## config.mk

```make
export PLATFORM = sky130hd
export DESIGN_NAME = rfs_rx_filter
export DESIGN_NICKNAME = d
export VERILOG_FILES = /design/src/rtl/rfs_rx_filter.v
export VERILOG_INCLUDE_DIRS = /design/src /design/src/common
export SDC_FILE = /design/constraint.sdc
export NUM_CORES = 1
export LEC_CHECK = 0
export ABC_AREA = 1
export BUFFER_PORTS_ARGS = -buffer_cell sky130_fd_sc_hd__buf_4
export CELL_PAD_IN_SITES_DETAIL_PLACEMENT = 0
export CELL_PAD_IN_SITES_GLOBAL_PLACEMENT = 2
export CORE_ASPECT_RATIO = 0.5
export CORE_MARGIN = 4
export CORE_UTILIZATION = 38
export DETAILED_ROUTE_END_ITERATION = 8
export PLACE_DENSITY = 0.8
export REMOVE_ABC_BUFFERS = 1
export SLEW_MARGIN = 20
export SYNTH_ARGS = -nofsm -noshare
export SYNTH_HDL_FRONTEND = slang
export SYNTH_SLANG_ARGS = --single-unit
```

## constraint.sdc

```tcl
create_clock -name clk_i -period 11.2 [get_ports clk_i]
set_input_delay 0.56 -clock clk_i [delete_from_list [all_inputs] [get_ports clk_i]]
set_output_delay 0.56 -clock clk_i [all_outputs]
set_load 0.005 [all_outputs]
```

## src/common/rfs_map.vh

```
// Register offsets, field positions, reset values and limits of the receive filter.
`ifndef RFS_MAP_VH
`define RFS_MAP_VH

// ==========================================================================
// Register offsets
`define RFS_ADDR_W        5
`define RFS_OFF_CFG_STAT  5'h0C
`define RFS_OFF_ALIGN_TLY 5'h0D
`define RFS_OFF_CRC_TLY   5'h0E
`define RFS_OFF_MISS_TLY  5'h0F
`define RFS_OFF_STA_BASE  5'h10
`define RFS_OFF_HASH_BASE 5'h18

// ==========================================================================
// Receive configuration fields
`define RFS_CFG_W         6
`define RFS_CFG_SAVE_ERR  0
`define RFS_CFG_SHORT     1
`define RFS_CFG_ALL_ONES  2
`define RFS_CFG_GROUP     3
`define RFS_CFG_ANY_STA   4
`define RFS_CFG_CHECK     5
`define RFS_CFG_RESET     6'h00

// ==========================================================================
// Receive status fields
`define RFS_ST_INTACT     0
`define RFS_ST_CRC        1
`define RFS_ST_ALIGN      2
`define RFS_ST_OVERFLOW   3
`define RFS_ST_MISSED     4
`define RFS_ST_ADDR_TYPE  5
`define RFS_ST_OFF        6
`define RFS_ST_DEFER      7

// ==========================================================================
// Frame limits and checksum constants
`define RFS_MIN_BYTES     15'd64
`define RFS_RUNT_BYTES    15'd8
`define RFS_DA_BITS       15'd48
`define RFS_TALLY_MAX     8'hC0
`define RFS_CRC_POLY      32'h04C11DB7
`define RFS_CRC_INIT      32'hFFFFFFFF
`define RFS_CRC_RESIDUE   32'hC704DD7B
`define RFS_DRIBBLE_MAX   3'd6

`endif

```

## src/rtl/rfs_rx_filter.v

```verilog
// Receive acceptance filter and per-frame status logic of a 10 Mb/s MAC.
//
// What this block does
// RULE1 - Save-errored bit set accepts CRC or alignment errored frames; clear rejects.
// RULE2 - Frames under 64 bytes rejected unless runt bit set; runts need 8 bytes.
// RULE3 - All-ones destination accepted only while the all-ones bit is set.
// RULE4 - Group bit set checks group destinations against hash; clear skips them.
// RULE5 - Any-station bit accepts all station addresses; else must equal station address.
// RULE6 - Check-only mode still checks address, CRC, alignment but stores nothing.
// RULE7 - Check-only mode counts each address-recognised frame in the missed tally.
// RULE8 - All-ones and group acceptance combine as OR with own station match.
// RULE9 - Software sets bits 2 to 4 and all hash bits to receive everything.
// RULE10 - After a good frame the status byte is written with the frame.
// RULE11 - Saved errored frames get status after their last byte; rejected ones get none.
// RULE12 - Status clears when the next frame starts; reset loads zero, which holds until first reception.
// RULE13 - Intact bit set only when CRC, alignment, overflow and missed bits are zero.
// RULE14 - CRC bit set on mismatch and on alignment error; bumps CRC tally.
// RULE15 - Alignment bit set on odd ending with bad CRC; bumps alignment tally.
// RULE16 - Error bits encode none, CRC, or both; alignment alone never occurs.
// RULE17 - Receive FIFO overflow sets overflow bit and aborts the frame.
// RULE18 - Missed bit and tally on no buffer or check-only mode.
// RULE19 - Address type bit zero for station match, one for group or all-ones.
// RULE20 - Receiver-off bit set in check-only mode, cleared on leaving it.
// RULE21 - Deferring bit follows carrier sense or collision, including jabber collision.
// RULE22 - Writes at the shared offset load config; reads return status.
// RULE23 - Hash latches six CRC MSBs after destination, decodes one of 64.
// RULE24 - First destination bit zero means station address, one means group.
// RULE25 - Tallies saturate at 192 and clear when read.
// RULE26 - Reserved upper config bits have no effect on reception.
`timescale 1ns/1ps
`include "rfs_map.vh"

module rfs_rx_filter
(
	// Clock and reset
	input  wire       clk_i,
	input  wire       rst_i,
	// Register port
	input  wire [4:0] addr_i,
	input  wire [7:0] wr_data_i,
	input  wire       wr_i,
	input  wire       rd_i,
	output reg  [7:0] rd_data_o,
	// Serial link pins
	input  wire       rx_clk_i,
	input  wire       rx_data_i,
	input  wire       carrier_sense_in_i,
	input  wire       collision_i,
	// Buffer side
	input  wire       fifo_overflow_i,
	input  wire       buffer_avail_i,
	output reg  [7:0] byte_o,
	output reg        byte_valid_o,
	output reg  [7:0] status_byte_o,
	output reg        status_wr_o,
	output reg        frame_drop_o
);

	localparam ST_IDLE = 2'd0;
	localparam ST_HUNT = 2'd1;
	localparam ST_DATA = 2'd2;

	localparam [4:0] STA_BASE  = `RFS_OFF_STA_BASE;
	localparam [4:0] HASH_BASE = `RFS_OFF_HASH_BASE;
	localparam [1:0] STA_PAGE  = STA_BASE[4:3];
	localparam [1:0] HASH_PAGE = HASH_BASE[4:3];

	// ==========================================================================
	// Helper functions
	function [7:0] sat_inc;
		input [7:0] v;
		begin
			sat_inc = (v == `RFS_TALLY_MAX) ? v : v + 8'h01; // see RULE25
		end
	endfunction

	function [31:0] crc_step;
		input [31:0] c;
		input        d;
		begin
			crc_step = {c[30:0], 1'b0} ^ ((c[31] ^ d) ? `RFS_CRC_POLY : 32'h00000000);
		end
	endfunction

	function sta_sel;
		input [4:0] a;
		begin
			sta_sel = (a[4:3] == STA_PAGE) & (a[2:0] < 3'd6);
		end
	endfunction

	function hash_sel;
		input [4:0] a;
		begin
			hash_sel = (a[4:3] == HASH_PAGE);
		end
	endfunction

	function [7:0] tally_next;
		input [7:0] v;
		input       cnt;
		input       clr;
		begin
			if (cnt)
				tally_next = clr ? 8'h01 : sat_inc(v);
			else if (clr)
				tally_next = 8'h00;
			else
				tally_next = v;
		end
	endfunction

	function [7:0] status_word;
		input       defer;
		input       off;
		input [5:0] st;
		begin
			status_word = {defer, off, st};
		end
	endfunction

	// ==========================================================================
	// Synchronisers for the link pins
	reg  [1:0]  rxc_s_q;
	reg  [1:0]  rxd_s_q;
	reg  [1:0]  crs_s_q;
	reg  [1:0]  col_s_q;
	reg         rxc_prev_q;
	reg         crs_prev_q;
	wire        rx_edge = rxc_s_q[1] & ~rxc_prev_q;
	wire        rx_bit  = rxd_s_q[1];
	wire        crs_fall = crs_prev_q & ~crs_s_q[1];

	always @(posedge clk_i or posedge rst_i)
	begin
		if (rst_i)
		begin
			rxc_s_q    <= 2'h0;
			rxd_s_q    <= 2'h0;
			crs_s_q    <= 2'h0;
			col_s_q    <= 2'h0;
			rxc_prev_q <= 1'b0;
			crs_prev_q <= 1'b0;
		end
		else
		begin
			rxc_s_q    <= {rxc_s_q[0], rx_clk_i};
			rxd_s_q    <= {rxd_s_q[0], rx_data_i};
			crs_s_q    <= {crs_s_q[0], carrier_sense_in_i};
			col_s_q    <= {col_s_q[0], collision_i};
			rxc_prev_q <= rxc_s_q[1];
			crs_prev_q <= crs_s_q[1];
		end
	end

	// ==========================================================================
	// Registers
	reg  [5:0]  cfg_q;
	reg  [47:0] sta_q;
	reg  [63:0] hash_q;
	reg  [7:0]  align_tly_q;
	reg  [7:0]  crc_tly_q;
	reg  [7:0]  miss_tly_q;
	reg  [5:0]  stat_q;

	// ==========================================================================
	// Frame receive state
	reg  [1:0]  state_q;
	reg  [14:0] bits_q;
	reg  [31:0] crc_q;
	reg         crc_ok_q;
	reg  [47:0] da_q;
	reg  [5:0]  hash_idx_q;
	reg  [7:0]  shift_q;
	reg         ovf_q;

	wire        check_only = cfg_q[`RFS_CFG_CHECK];
	wire [14:0] n_bytes    = {3'h0, bits_q[14:3]};
	wire [31:0] crc_next   = crc_step(crc_q, rx_bit);
	wire [14:0] bits_next  = bits_q + 15'd1;

	// Address recognition on the captured destination.
	wire        is_group  = da_q[0];                                   // see RULE24
	wire        is_ones   = &da_q;
	wire        sta_match = (da_q == sta_q);
	wire        hash_hit  = hash_q[hash_idx_q];                        // see RULE23
	wire        recog_phys  = ~is_group & (cfg_q[`RFS_CFG_ANY_STA] | sta_match); // see RULE5
	wire        recog_ones  = is_ones & cfg_q[`RFS_CFG_ALL_ONES];     // see RULE3
	wire        recog_group = is_group & ~is_ones & cfg_q[`RFS_CFG_GROUP] & hash_hit; // see RULE4
	wire        recognised  = recog_phys | recog_ones | recog_group;   // see RULE8

	// End-of-frame classification.
	wire        crc_err  = ~crc_ok_q;                                  // see RULE14
	wire        fae      = crc_err & (bits_q[2:0] != 3'd0);            // see RULE15
	wire        dribble_bad = (bits_q[2:0] >= `RFS_DRIBBLE_MAX) & ~crc_err;
	wire        err_any  = crc_err | fae | dribble_bad;
	wire        size_ok  = (n_bytes >= `RFS_MIN_BYTES) |
	                       (cfg_q[`RFS_CFG_SHORT] & (n_bytes >= `RFS_RUNT_BYTES)); // see RULE2
	wire        err_ok   = ~err_any | cfg_q[`RFS_CFG_SAVE_ERR];        // see RULE1
	wire        missed   = recognised & (check_only | ~buffer_avail_i); // see RULE18
	wire        crc_bit  = crc_err | dribble_bad;                      // see RULE16
	wire        intact   = ~crc_bit & ~fae & ~ovf_q & ~missed;         // see RULE13
	wire        store    = recognised & size_ok & err_ok & ~missed & ~ovf_q;
	wire [5:0]  stat_new;

	assign stat_new[`RFS_ST_INTACT]    = intact;
	assign stat_new[`RFS_ST_CRC]       = crc_bit;
	assign stat_new[`RFS_ST_ALIGN]     = fae;
	assign stat_new[`RFS_ST_OVERFLOW]  = ovf_q;
	assign stat_new[`RFS_ST_MISSED]    = missed;
	assign stat_new[`RFS_ST_ADDR_TYPE] = is_group;                     // see RULE19

	wire        frame_end = (state_q == ST_DATA) & crs_fall;
	wire        rd_align  = rd_i & (addr_i == `RFS_OFF_ALIGN_TLY);
	wire        rd_crc    = rd_i & (addr_i == `RFS_OFF_CRC_TLY);
	wire        rd_miss   = rd_i & (addr_i == `RFS_OFF_MISS_TLY);
	wire        cnt_align = frame_end & recognised & fae;
	wire        cnt_crc   = frame_end & recognised & crc_bit;
	wire        cnt_miss  = frame_end & missed;                        // see RULE7

	// ==========================================================================
	// Deserialiser and frame state machine
	always @(posedge clk_i or posedge rst_i)
	begin
		if (rst_i)
		begin
			state_q      <= ST_IDLE;
			bits_q       <= 15'h0000;
			crc_q        <= `RFS_CRC_INIT;
			crc_ok_q     <= 1'b0;
			da_q         <= 48'h000000000000;
			hash_idx_q   <= 6'h00;
			shift_q      <= 8'h00;
			ovf_q        <= 1'b0;
			stat_q       <= 6'h00;
			byte_o       <= 8'h00;
			byte_valid_o <= 1'b0;
			status_wr_o  <= 1'b0;
			frame_drop_o <= 1'b0;
			status_byte_o <= 8'h00;
		end
		else
		begin
			byte_valid_o <= 1'b0;
			status_wr_o  <= 1'b0;
			frame_drop_o <= 1'b0;
			case (state_q)
				ST_IDLE:
				begin
					if (crs_s_q[1])
					begin
						state_q  <= ST_HUNT;
						shift_q  <= 8'h00;
						bits_q   <= 15'h0000;
						crc_q    <= `RFS_CRC_INIT;
						crc_ok_q <= 1'b0;
						ovf_q    <= 1'b0;
						stat_q   <= 6'h00;                         // see RULE12
					end
				end
				ST_HUNT:
				begin
					if (~crs_s_q[1])
						state_q <= ST_IDLE;
					else if (rx_edge)
					begin
						shift_q <= {rx_bit, shift_q[7:1]};
						if (rx_bit & shift_q[7])
							state_q <= ST_DATA;
					end
				end
				ST_DATA:
				begin
					if (crs_fall)
					begin
						state_q <= ST_IDLE;
						stat_q  <= stat_new;
						status_byte_o <= status_word(col_s_q[1] | crs_s_q[1], check_only, stat_new);
						if (store)
							status_wr_o <= 1'b1;                   // see RULE10 RULE11
						else
							frame_drop_o <= 1'b1;
					end
					else if (rx_edge)
					begin
						bits_q  <= bits_next;
						crc_q   <= crc_next;
						shift_q <= {rx_bit, shift_q[7:1]};
						if (bits_q < `RFS_DA_BITS)
							da_q <= {rx_bit, da_q[47:1]};
						if (bits_next == `RFS_DA_BITS)
							hash_idx_q <= crc_next[31:26];             // see RULE23
						if (bits_next[2:0] == 3'd0)
						begin
							crc_ok_q <= (crc_next == `RFS_CRC_RESIDUE);
							byte_o   <= {rx_bit, shift_q[7:1]};
							byte_valid_o <= ~check_only & ~ovf_q & ~fifo_overflow_i; // see RULE6
						end
					end
					if (fifo_overflow_i)
						ovf_q <= 1'b1;                             // see RULE17
				end
				default:
					state_q <= ST_IDLE;
			endcase
		end
	end

	// ==========================================================================
	// Register writes and tallies
	always @(posedge clk_i or posedge rst_i)
	begin
		if (rst_i)
		begin
			cfg_q       <= `RFS_CFG_RESET;
			sta_q       <= 48'h000000000000;
			hash_q      <= 64'h0000000000000000;
			align_tly_q <= 8'h00;
			crc_tly_q   <= 8'h00;
			miss_tly_q  <= 8'h00;
		end
		else
		begin
			if (wr_i & (addr_i == `RFS_OFF_CFG_STAT))
				cfg_q <= wr_data_i[5:0];                           // see RULE22 RULE26
			if (wr_i & sta_sel(addr_i))
				sta_q[addr_i[2:0]*8 +: 8] <= wr_data_i;
			if (wr_i & hash_sel(addr_i))
				hash_q[addr_i[2:0]*8 +: 8] <= wr_data_i;
			align_tly_q <= tally_next(align_tly_q, cnt_align, rd_align); // see RULE15 RULE25
			crc_tly_q   <= tally_next(crc_tly_q, cnt_crc, rd_crc);       // see RULE14
			miss_tly_q  <= tally_next(miss_tly_q, cnt_miss, rd_miss);    // see RULE18
		end
	end

	// ==========================================================================
	// Register reads
	always @(posedge clk_i or posedge rst_i)
	begin
		if (rst_i)
			rd_data_o <= 8'h00;
		else if (rd_i)
		begin
			case (addr_i)
				`RFS_OFF_CFG_STAT:
					rd_data_o <= status_word(col_s_q[1] | crs_s_q[1], check_only, stat_q); // see RULE20 RULE21 RULE22
				`RFS_OFF_ALIGN_TLY:
					rd_data_o <= align_tly_q;
				`RFS_OFF_CRC_TLY:
					rd_data_o <= crc_tly_q;
				`RFS_OFF_MISS_TLY:
					rd_data_o <= miss_tly_q;
				default:
				begin
					if (sta_sel(addr_i))
						rd_data_o <= sta_q[addr_i[2:0]*8 +: 8];
					else if (hash_sel(addr_i))
						rd_data_o <= hash_q[addr_i[2:0]*8 +: 8];
					else
						rd_data_o <= 8'h00;
				end
			endcase
		end
		else
			rd_data_o <= 8'h00;
	end

endmodule // rfs_rx_filter

```

Yosys cells after proc, flatten, opt, wreduce, memory -nomap -nowiden:

Index checks and enable logic that the tools add are counted.

* logic and storage cells: 211
* register bits: 298
* input bits: 23

* bitwise logic cells: 59
* $lt $le $gt $ge: 6
* shifts and indexed selects: 6
* $add $sub $neg: 5
* reductions and logical operators: 22
* eq/ne operators: 26
* muxes and demuxes: 60

Operators by type and width (count)
* $mux 8: 19
* $mux 32: 3
* $bwmux 64: 1
* $pmux 32 s2: 1
* $shift 8x34->64 const A: 1
* $shiftx 64x7->8: 1
* $shiftx 8x34->64: 1
* $bwmux 48: 1
* $eq 48x48->1: 1
* $reduce_and 48->1: 1
* $shift 8x34->48 const A: 1
* $shiftx 48x7->8: 1
* $shiftx 8x34->48: 1
* $mux 15: 3
* $neg 6->34: 1
* $and 1x1->1: 33
* $eq 32x32->1 const B: 1
* $pmux 8 s4: 1
* $xor 32x27->32: 1
* $pmux 15 s2: 1
* $mux 27: 1
* $add 8x1->8 const B: 3
* $eq 8x8->1 const B: 3
* $pmux 8 s3: 1
* other kinds (32): 102

Logic depth before layout (Yosys ltp):

Gate-level depths: netlist of run 1.

* depth after elaboration: 13
* gate-level depth with buffers: 16
* gate-level depth less buffers: 14

Least setup slack after synthesis of run 1:

OpenSTA, ideal clock, no wires.

* kind: input -> register
* start: in addr_i[0]
* end: reg hash_q[10]
* arrival: 2.791 ns
* path buffers: 5
* setup slack: 8.278 ns
* cell stages on the path: 13
* cell sequence: clkbuf_1 -> inv_2 -> clkbuf_1 -> buf_2 -> ha_1 -> ha_1 -> inv_2 -> clkbuf_1 -> nor2_1 -> inv_1 -> nor2_1 -> clkbuf_1 -> o21ai_0

* longest elaborated chain between the ends: 3
* elaborated cells on any way between the ends: 4

Ends and longest elaborated chain
* from (decl): RTL line rfs_rx_filter.v:39 `input wire [4:0] addr_i,`
* $neg 6->34 (*): RTL line rfs_rx_filter.v:329 `hash_q[addr_i[2:0]*8 +: 8] <= wr_data_i;`
* $shiftx 8x34->64 / $shift 8x34->64 (equally long branches): RTL line rfs_rx_filter.v:329
* $bwmux 64 (*): RTL line rfs_rx_filter.v:329
* to (signal, indexed assignment): RTL line rfs_rx_filter.v:329
* to (decl): RTL line rfs_rx_filter.v:160 `reg [63:0] hash_q;`

Mark *: on every way between the ends. The rest lies on a longest branch, timed or not.
A chain may end at the register's enable or synchronous reset.

Worst setup path in the final report of run 1:

* start: in addr_i[1]
* end: reg hash_q[54]

The elaborated chain is that of the path after synthesis.

==> impl_metrics.tcl, run 1 <==
set metrics [dict create \
    power.density_nw_per_um2 174 \
    clkTransAtPathRegs_ps 60 \
    layout-area-overhead-vs-synth_pct 11.1 \
    crit_arrival_ps 3800 \
    p_leak_nw 7.75 \
    ys_seq_area_share_pct 47.7 \
    cp_slowest_cell "ha_1" \
    postCtsSetupRepairBufs 0 \
    initial_core_util_pct 38.6 \
    dpl_cell_area_um2 16400 \
    rows 52 \
    synthCells 1958 \
    async_reset_ff_share_pct 100 \
    critical_path.endpoint_type "flip-flop" \
    grt_pass1_vias 12600 \
    fin_setup_tns_ps 0 \
    core_area_um2 40500 \
    finalCritPeriodShare_pct 29.7 \
    max_freq_mhz 301 \
    die_h_um 152 \
    clk_path_buf_depth 3 \
    cts-resized-gates 0 \
    io_buffers 49 \
    tightest_slew_ps 1060 \
    diodes 0 \
    final-setup-viol-count 0 \
    fillers 4146 \
    cts_buffers 30 \
    setup_ws_ps 7880 \
    critPathMaxStageDelay_ps 800 \
    antenna_found_initial 0 \
    grt_max_degree 156 \
    crit_path_frequent_cell "clkinv_1" \
    grt_first_pass_wirelength_um 77000 \
    hp-class "in2async" \
    cts.htree.levels 1 \
    path_buf_inv 3 \
    crit_type "in2reg" \
    grt_usage_pct 22.5 \
    dieArea_um2 44700 \
    die_x_um 295 \
    hpwl_um 36200 \
    clk_latency_ps 590 \
    clock_sinks 297 \
    routed_via_density 5.16 \
    crit_family "buffers and inverters" \
    cts_root_buffer "clkbuf_16" \
    synth-main-ff-cell "dfrtp_1" \
    syn_avg_cell_area_um2 7.99 \
    synth-edff-count 0 \
    gp_congestion 0.907 \
    peakVddDrop_v 0.000118 \
    cap_violations 0 \
    worst_setup_path_start_kind "primary input" \
    drive_gt1_share_pct 11.3 \
    layout_min_cycle_time_ps 3320 \
    final_common_cell "nand2_1" \
    drt.antenna.violating_nets 0 \
    synth_area_um2 15700 \
    path_max_fanout 22 \
    status "complete, no violations" \
    ys_seq_elements 297 \
    fin_nets 2012 \
    max_slew_margin_pct 28.5 \
    vias 13100 \
    drt_iter0_drc 1066 \
    mostFrequentLayoutCells "449 x nand2_1, 265 x dfrtp_1, 243 x inv_1, 223 x o21ai_0, 140 x nand3_1" \
    place_ws_ps 7370 \
    rsz0062_at_grt "false" \
    wirelength_um 50000 \
    drc_errors 0 \
    dr.pass1.iters 5 \
    cts_hold_buf 0 \
    final-max-slew-violation-count 0 \
    hold_violations 0 \
    overflow 0 \
    required_ps 11680 \
    yosysWarnings 0 \
    synthDistinctLibCells 52 \
    cp_cell_sequence "buf_4 -> clkinv_1 -> ha_1 -> clkinv_1 -> nor2_1 -> nand4_1 -> o21ai_1" \
    post_drt_wl_per_cell_um 19.8 \
    ioPinCount 50 \
    cts_tree "built" \
    final_area_um2 17400 \
    finalClockSkew_ps 25.4 \
]
path summary, 6_finish.rpt:
kind	startpoint	endpoint	slack (ps)	cells after the start
min reg2reg	rxd_s_q[0]$_DFF_PP0_	rxd_s_q[1]$_DFF_PP0_	350	0
min	rst_i	da_q[4]$_DFFE_PP0P_	50	2
max in group asynchronous	rst_i	bits_q[5]$_DFFE_PP0P_	9820	3
max	addr_i[1]	hash_q[54]$_DFFE_PP0P_	7880	7
max reg2reg	state_q[0]$_DFFE_PP0P_	crc_q[17]$_DFFE_PP1P_	8140	8
min in group clk_i	collision_i	col_s_q[0]$_DFF_PP0_	100	1
registers in the layout, summed over array words and instances (netlist names), 6 cells and up:
| register | count |
|---|---|
| hash_idx_q | 6 |
| byte_o | 8 |
| stat_q | 6 |
| bits_q | 15 |
| rd_data_o | 8 |
| align_tly_q | 8 |
| crc_q | 32 |
| sta_q | 48 |
| cfg_q | 6 |
| crc_tly_q | 8 |
| status_byte_o | 8 |
| da_q | 48 |
| shift_q | 7 |
| hash_q | 64 |
| miss_tly_q | 8 |
worst register-to-register path, delay by kind of cell (launching register included):
family	cells	cell delay, ps
adder cells (fa/ha/maj)	1	370
AO/OA/AOI/OAI	3	690
AND/OR/NAND/NOR	2	1170
buffers and inverters	2	340
flip-flops	1	400
layout make-up:
| class | count | area, um^2 | share of cell area [%] |
|---|---|---|---|
| flip-flops and latches | 297 | 7470 | 43.0 |
| multi-input cells | 1323 | 6830 | 39.3 |
| inverters | 263 | 1000 | 5.76 |
| clock buffers | 45 | 908 | 5.22 |
| well taps | 540 | 676 | 3.89 |
| repair buffers | 55 | 425 | 2.45 |
| clock inverters | 9 | 77.6 | 0.446 |
Yosys cell counts (3+ instances only):
library cell / number / share of area [%]
ha_1: 19 / 1.5
o21ai_0: 223 / 7.1
nor2_1: 97 / 2.3
clkinv_1: 3 / 0.072
nand3_4: 3 / 0.34
nand4_1: 33 / 1.3
dfrtp_1: 265 / 42
o211ai_1: 9 / 0.43
a32oi_1: 4 / 0.22
nor3_1: 47 / 1.5
nor2_2: 6 / 0.24
dfstp_2: 32 / 5.4
clkbuf_1: 43 / 1.0
buf_2: 19 / 0.61
buf_4: 5 / 0.24
o21ai_2: 6 / 0.34
o22ai_1: 23 / 0.92
buf_6: 6 / 0.43
nor4_1: 13 / 0.52
nor2_4: 5 / 0.36
inv_2: 15 / 0.36
a221oi_1: 4 / 0.22
mux2_2: 17 / 1.2
o21ai_1: 49 / 1.6
xor2_1: 27 / 1.5
xnor2_1: 25 / 1.4
nand3_1: 141 / 4.5
nor3_2: 4 / 0.26
a21oi_1: 71 / 2.3
a211oi_1: 5 / 0.24
nand3_2: 4 / 0.26
nand2_1: 450 / 11
nand2_2: 15 / 0.60
inv_1: 244 / 5.9
metal layers:
layer | share of wire (%) | routed length (um) | vias to the layer above | global-route usage (%)
met1 | 49 | 24500 | 6240 | 33.0
met5 | 0 | 0 | - | 0
met3 | 5.0 | 2510 | 66 | 3.86
li1 | - | - | 6476 | -
met4 | 2.1 | 1060 | 0 | 4.79
met2 | 44 | 22000 | 293 | 35.4
cells by family after synthesis:
logic type                 synth area share [%]
xor gates and xnor gates                   3.01
DFF                                        47.7
and+or+nand+nor                            23.8
adders and majority gates                  1.52
AOI/OAI and AO/OA                          14.0
buffers and inverters                      8.68
muxes                                      1.22
metrics by stage:
stage	hold slack (ps)	total power [W]	std cells	utilization, %
final	53.1	0.00303	2532	42.9
after global routing	72.0	0.00320	2532	42.9
after CTS	66.4	0.00306	2532	42.9
after detailed placement	336	0.00202	2478	40.5
after global placement	334	0.00202	2478	40.5
after floorplan	331	0.00177	1883	-
where the power goes:
part	total [W]	switching (W)	internal (W)
registers	0.00136	0.000105	0.00126
clock network	0.00102	0.000444	0.000581
logic	0.000636	0.000442	0.000194
Note: power is estimated with default switching activity, not from simulation.
==> run 2, diff against run 1 <==
==> constraint.sdc (replaced) <==
create_clock -name clk_i -period 3.3 [get_ports clk_i]
set_input_delay 0.165 -clock clk_i [delete_from_list [all_inputs] [get_ports clk_i]]
set_output_delay 0.165 -clock clk_i [all_outputs]
set_load 0.005 [all_outputs]
==> impl_metrics.tcl, run 2 (synthesis gave the netlist of run 1 again) <==
set metrics [dict create \
    status "complete, no violations" \
    grt_pass1_vias 12600 \
    vias 13400 \
    io_buffers 49 \
    die_x_um 295 \
    postCtsSetupRepairBufs 0 \
    fin_cells 2577 \
    overflow 0 \
    drc_errors 0 \
    die_h_um 152 \
    clk_path_buf_depth 3 \
    max_freq_mhz 370 \
    largest_reg_flops 64 \
    dpl_cell_area_um2 16700 \
    place_inst 2508 \
    final_common_cell "nand2_1" \
    grt_first_pass_wirelength_um 78200 \
    crit_type "reg2reg" \
    grt_usage_pct 22.8 \
    antenna_found_initial 0 \
    grt_max_degree 113 \
    reg.largest.list "hash_q (64), da_q (48), sta_q (48)" \
    tightest_slew_ps 864 \
    gp_congestion 0.904 \
    cts_hold_buf 13 \
    hp-class "in2reg" \
    cts_tree "built" \
    drt_iter0_drc 1182 \
    top_register "hash_q" \
    final_area_um2 17900 \
    rsz0062_at_grt "false" \
    mostFrequentLayoutCells "450 x nand2_1, 265 x dfrtp_1, 243 x inv_1, 223 x o21ai_0, 140 x nand3_1" \
    dieArea_um2 44700 \
    rows 52 \
    finalClockSkew_ps 14.0 \
    wirelength_um 50600 \
    clkTransAtPathRegs_ps 70 \
    clk_latency_ps 590 \
    core_area_um2 40500 \
    power.density_nw_per_um2 590 \
    initial_core_util_pct 38.6 \
    critical_path.endpoint_type "flip-flop" \
    worst_setup_path_start_kind "flip-flop" \
    path_max_fanout 42 \
    ioPinCount 50 \
    crit_arrival_ps 3170 \
    required_ps 3760 \
    layout-area-overhead-vs-synth_pct 14.1 \
    max_slew_margin_pct 42.2 \
    post_drt_wl_per_cell_um 19.7 \
    clock_sinks 297 \
    hold_violations 0 \
    cts.htree.levels 1 \
    p_leak_nw 7.99 \
    final-setup-viol-count 0 \
    cts-resized-gates 0 \
    cap_violations 0 \
    cts_buffers 30 \
    diodes 0 \
    finalCritPeriodShare_pct 82.0 \
    routed_via_density 5.20 \
    fin_nets 2055 \
    hpwl_um 37300 \
    peakVddDrop_v 0.000413 \
    final-max-slew-violation-count 0 \
    layout_min_cycle_time_ps 2710 \
    drt.antenna.violating_nets 0 \
    cts_root_buffer "clkbuf_16" \
    drive_gt1_share_pct 12.8 \
    dr.pass1.iters 5 \
]
run 2: final timing paths:
check,startpoint,endpoint,slack [ps],depth (start not counted)
worst max-delay path,state_q[0]$_DFFE_PP0P_,da_q[26]$_DFFE_PP0P_,590,7
worst min register to register,rxc_s_q[0]$_DFF_PP0_,rxc_s_q[1]$_DFF_PP0_,350,0
max in group asynchronous,rst_i,crc_q[20]$_DFFE_PP1P_,2110,4
worst min-delay path,wr_data_i[5],sta_q[5]$_DFFE_PP0P_,2,3
min in group asynchronous,rst_i,sta_q[1]$_DFFE_PP0P_,280,3
worst max register to register,state_q[0]$_DFFE_PP0P_,da_q[26]$_DFFE_PP0P_,590,7
run 2: critical path, stage by stage (launching register included):
cell	delay [ps]
dfrtp_1	390
inv_1	90
ha_1	320
inv_2	220
nor2_2	350
nand3_2	500
buf_12	370
mux2_2	280
run 2: metrics by stage:
stage	hold WS [ps]	total power (W)	worst slack, ps	util, %	TNS, ps
6_report	1.57	0.0105	594	44.1	0
5_1_grt	23.5	0.0111	378	44.1	0
4_1_cts	3.16	0.0106	590	44.1	0
3_5_place_dp	276	0.00689	609	41.1	0
3_3_place_gp	275	0.00688	641	41.1	0
2_1_floorplan	196	0.00601	-5020	-	-1415240
run 2: cell type report:
type,instances,area (um^2)
Timing Repair Buffer,98,831
Multi-Input combinational cell,1323,6830
Inverter,263,997
Fill cell,4182,22700
Clock buffer,34,796
Sequential cell,297,7470
Tap cell,540,676
Clock inverter,22,258
run 2: power by group:
| group | total, W | switching, W | internal, W |
|---|---|---|---|
| Clock | 0.00369 | 0.00162 | 0.00207 |
| Combinational | 0.00221 | 0.00150 | 0.000710 |
| Sequential | 0.00463 | 0.000363 | 0.00427 |
run 2: routing by layer:
metal | part of all wire (%) | routed length [um] | track usage [%] | up-vias
li1 | - | - | - | 6544
met1 | 50 | 25300 | 34.6 | 6447
met2 | 43 | 21700 | 34.7 | 319
met3 | 4.9 | 2490 | 3.23 | 81
met4 | 2.3 | 1180 | 4.86 | 0
met5 | 0 | 0 | 0 | -
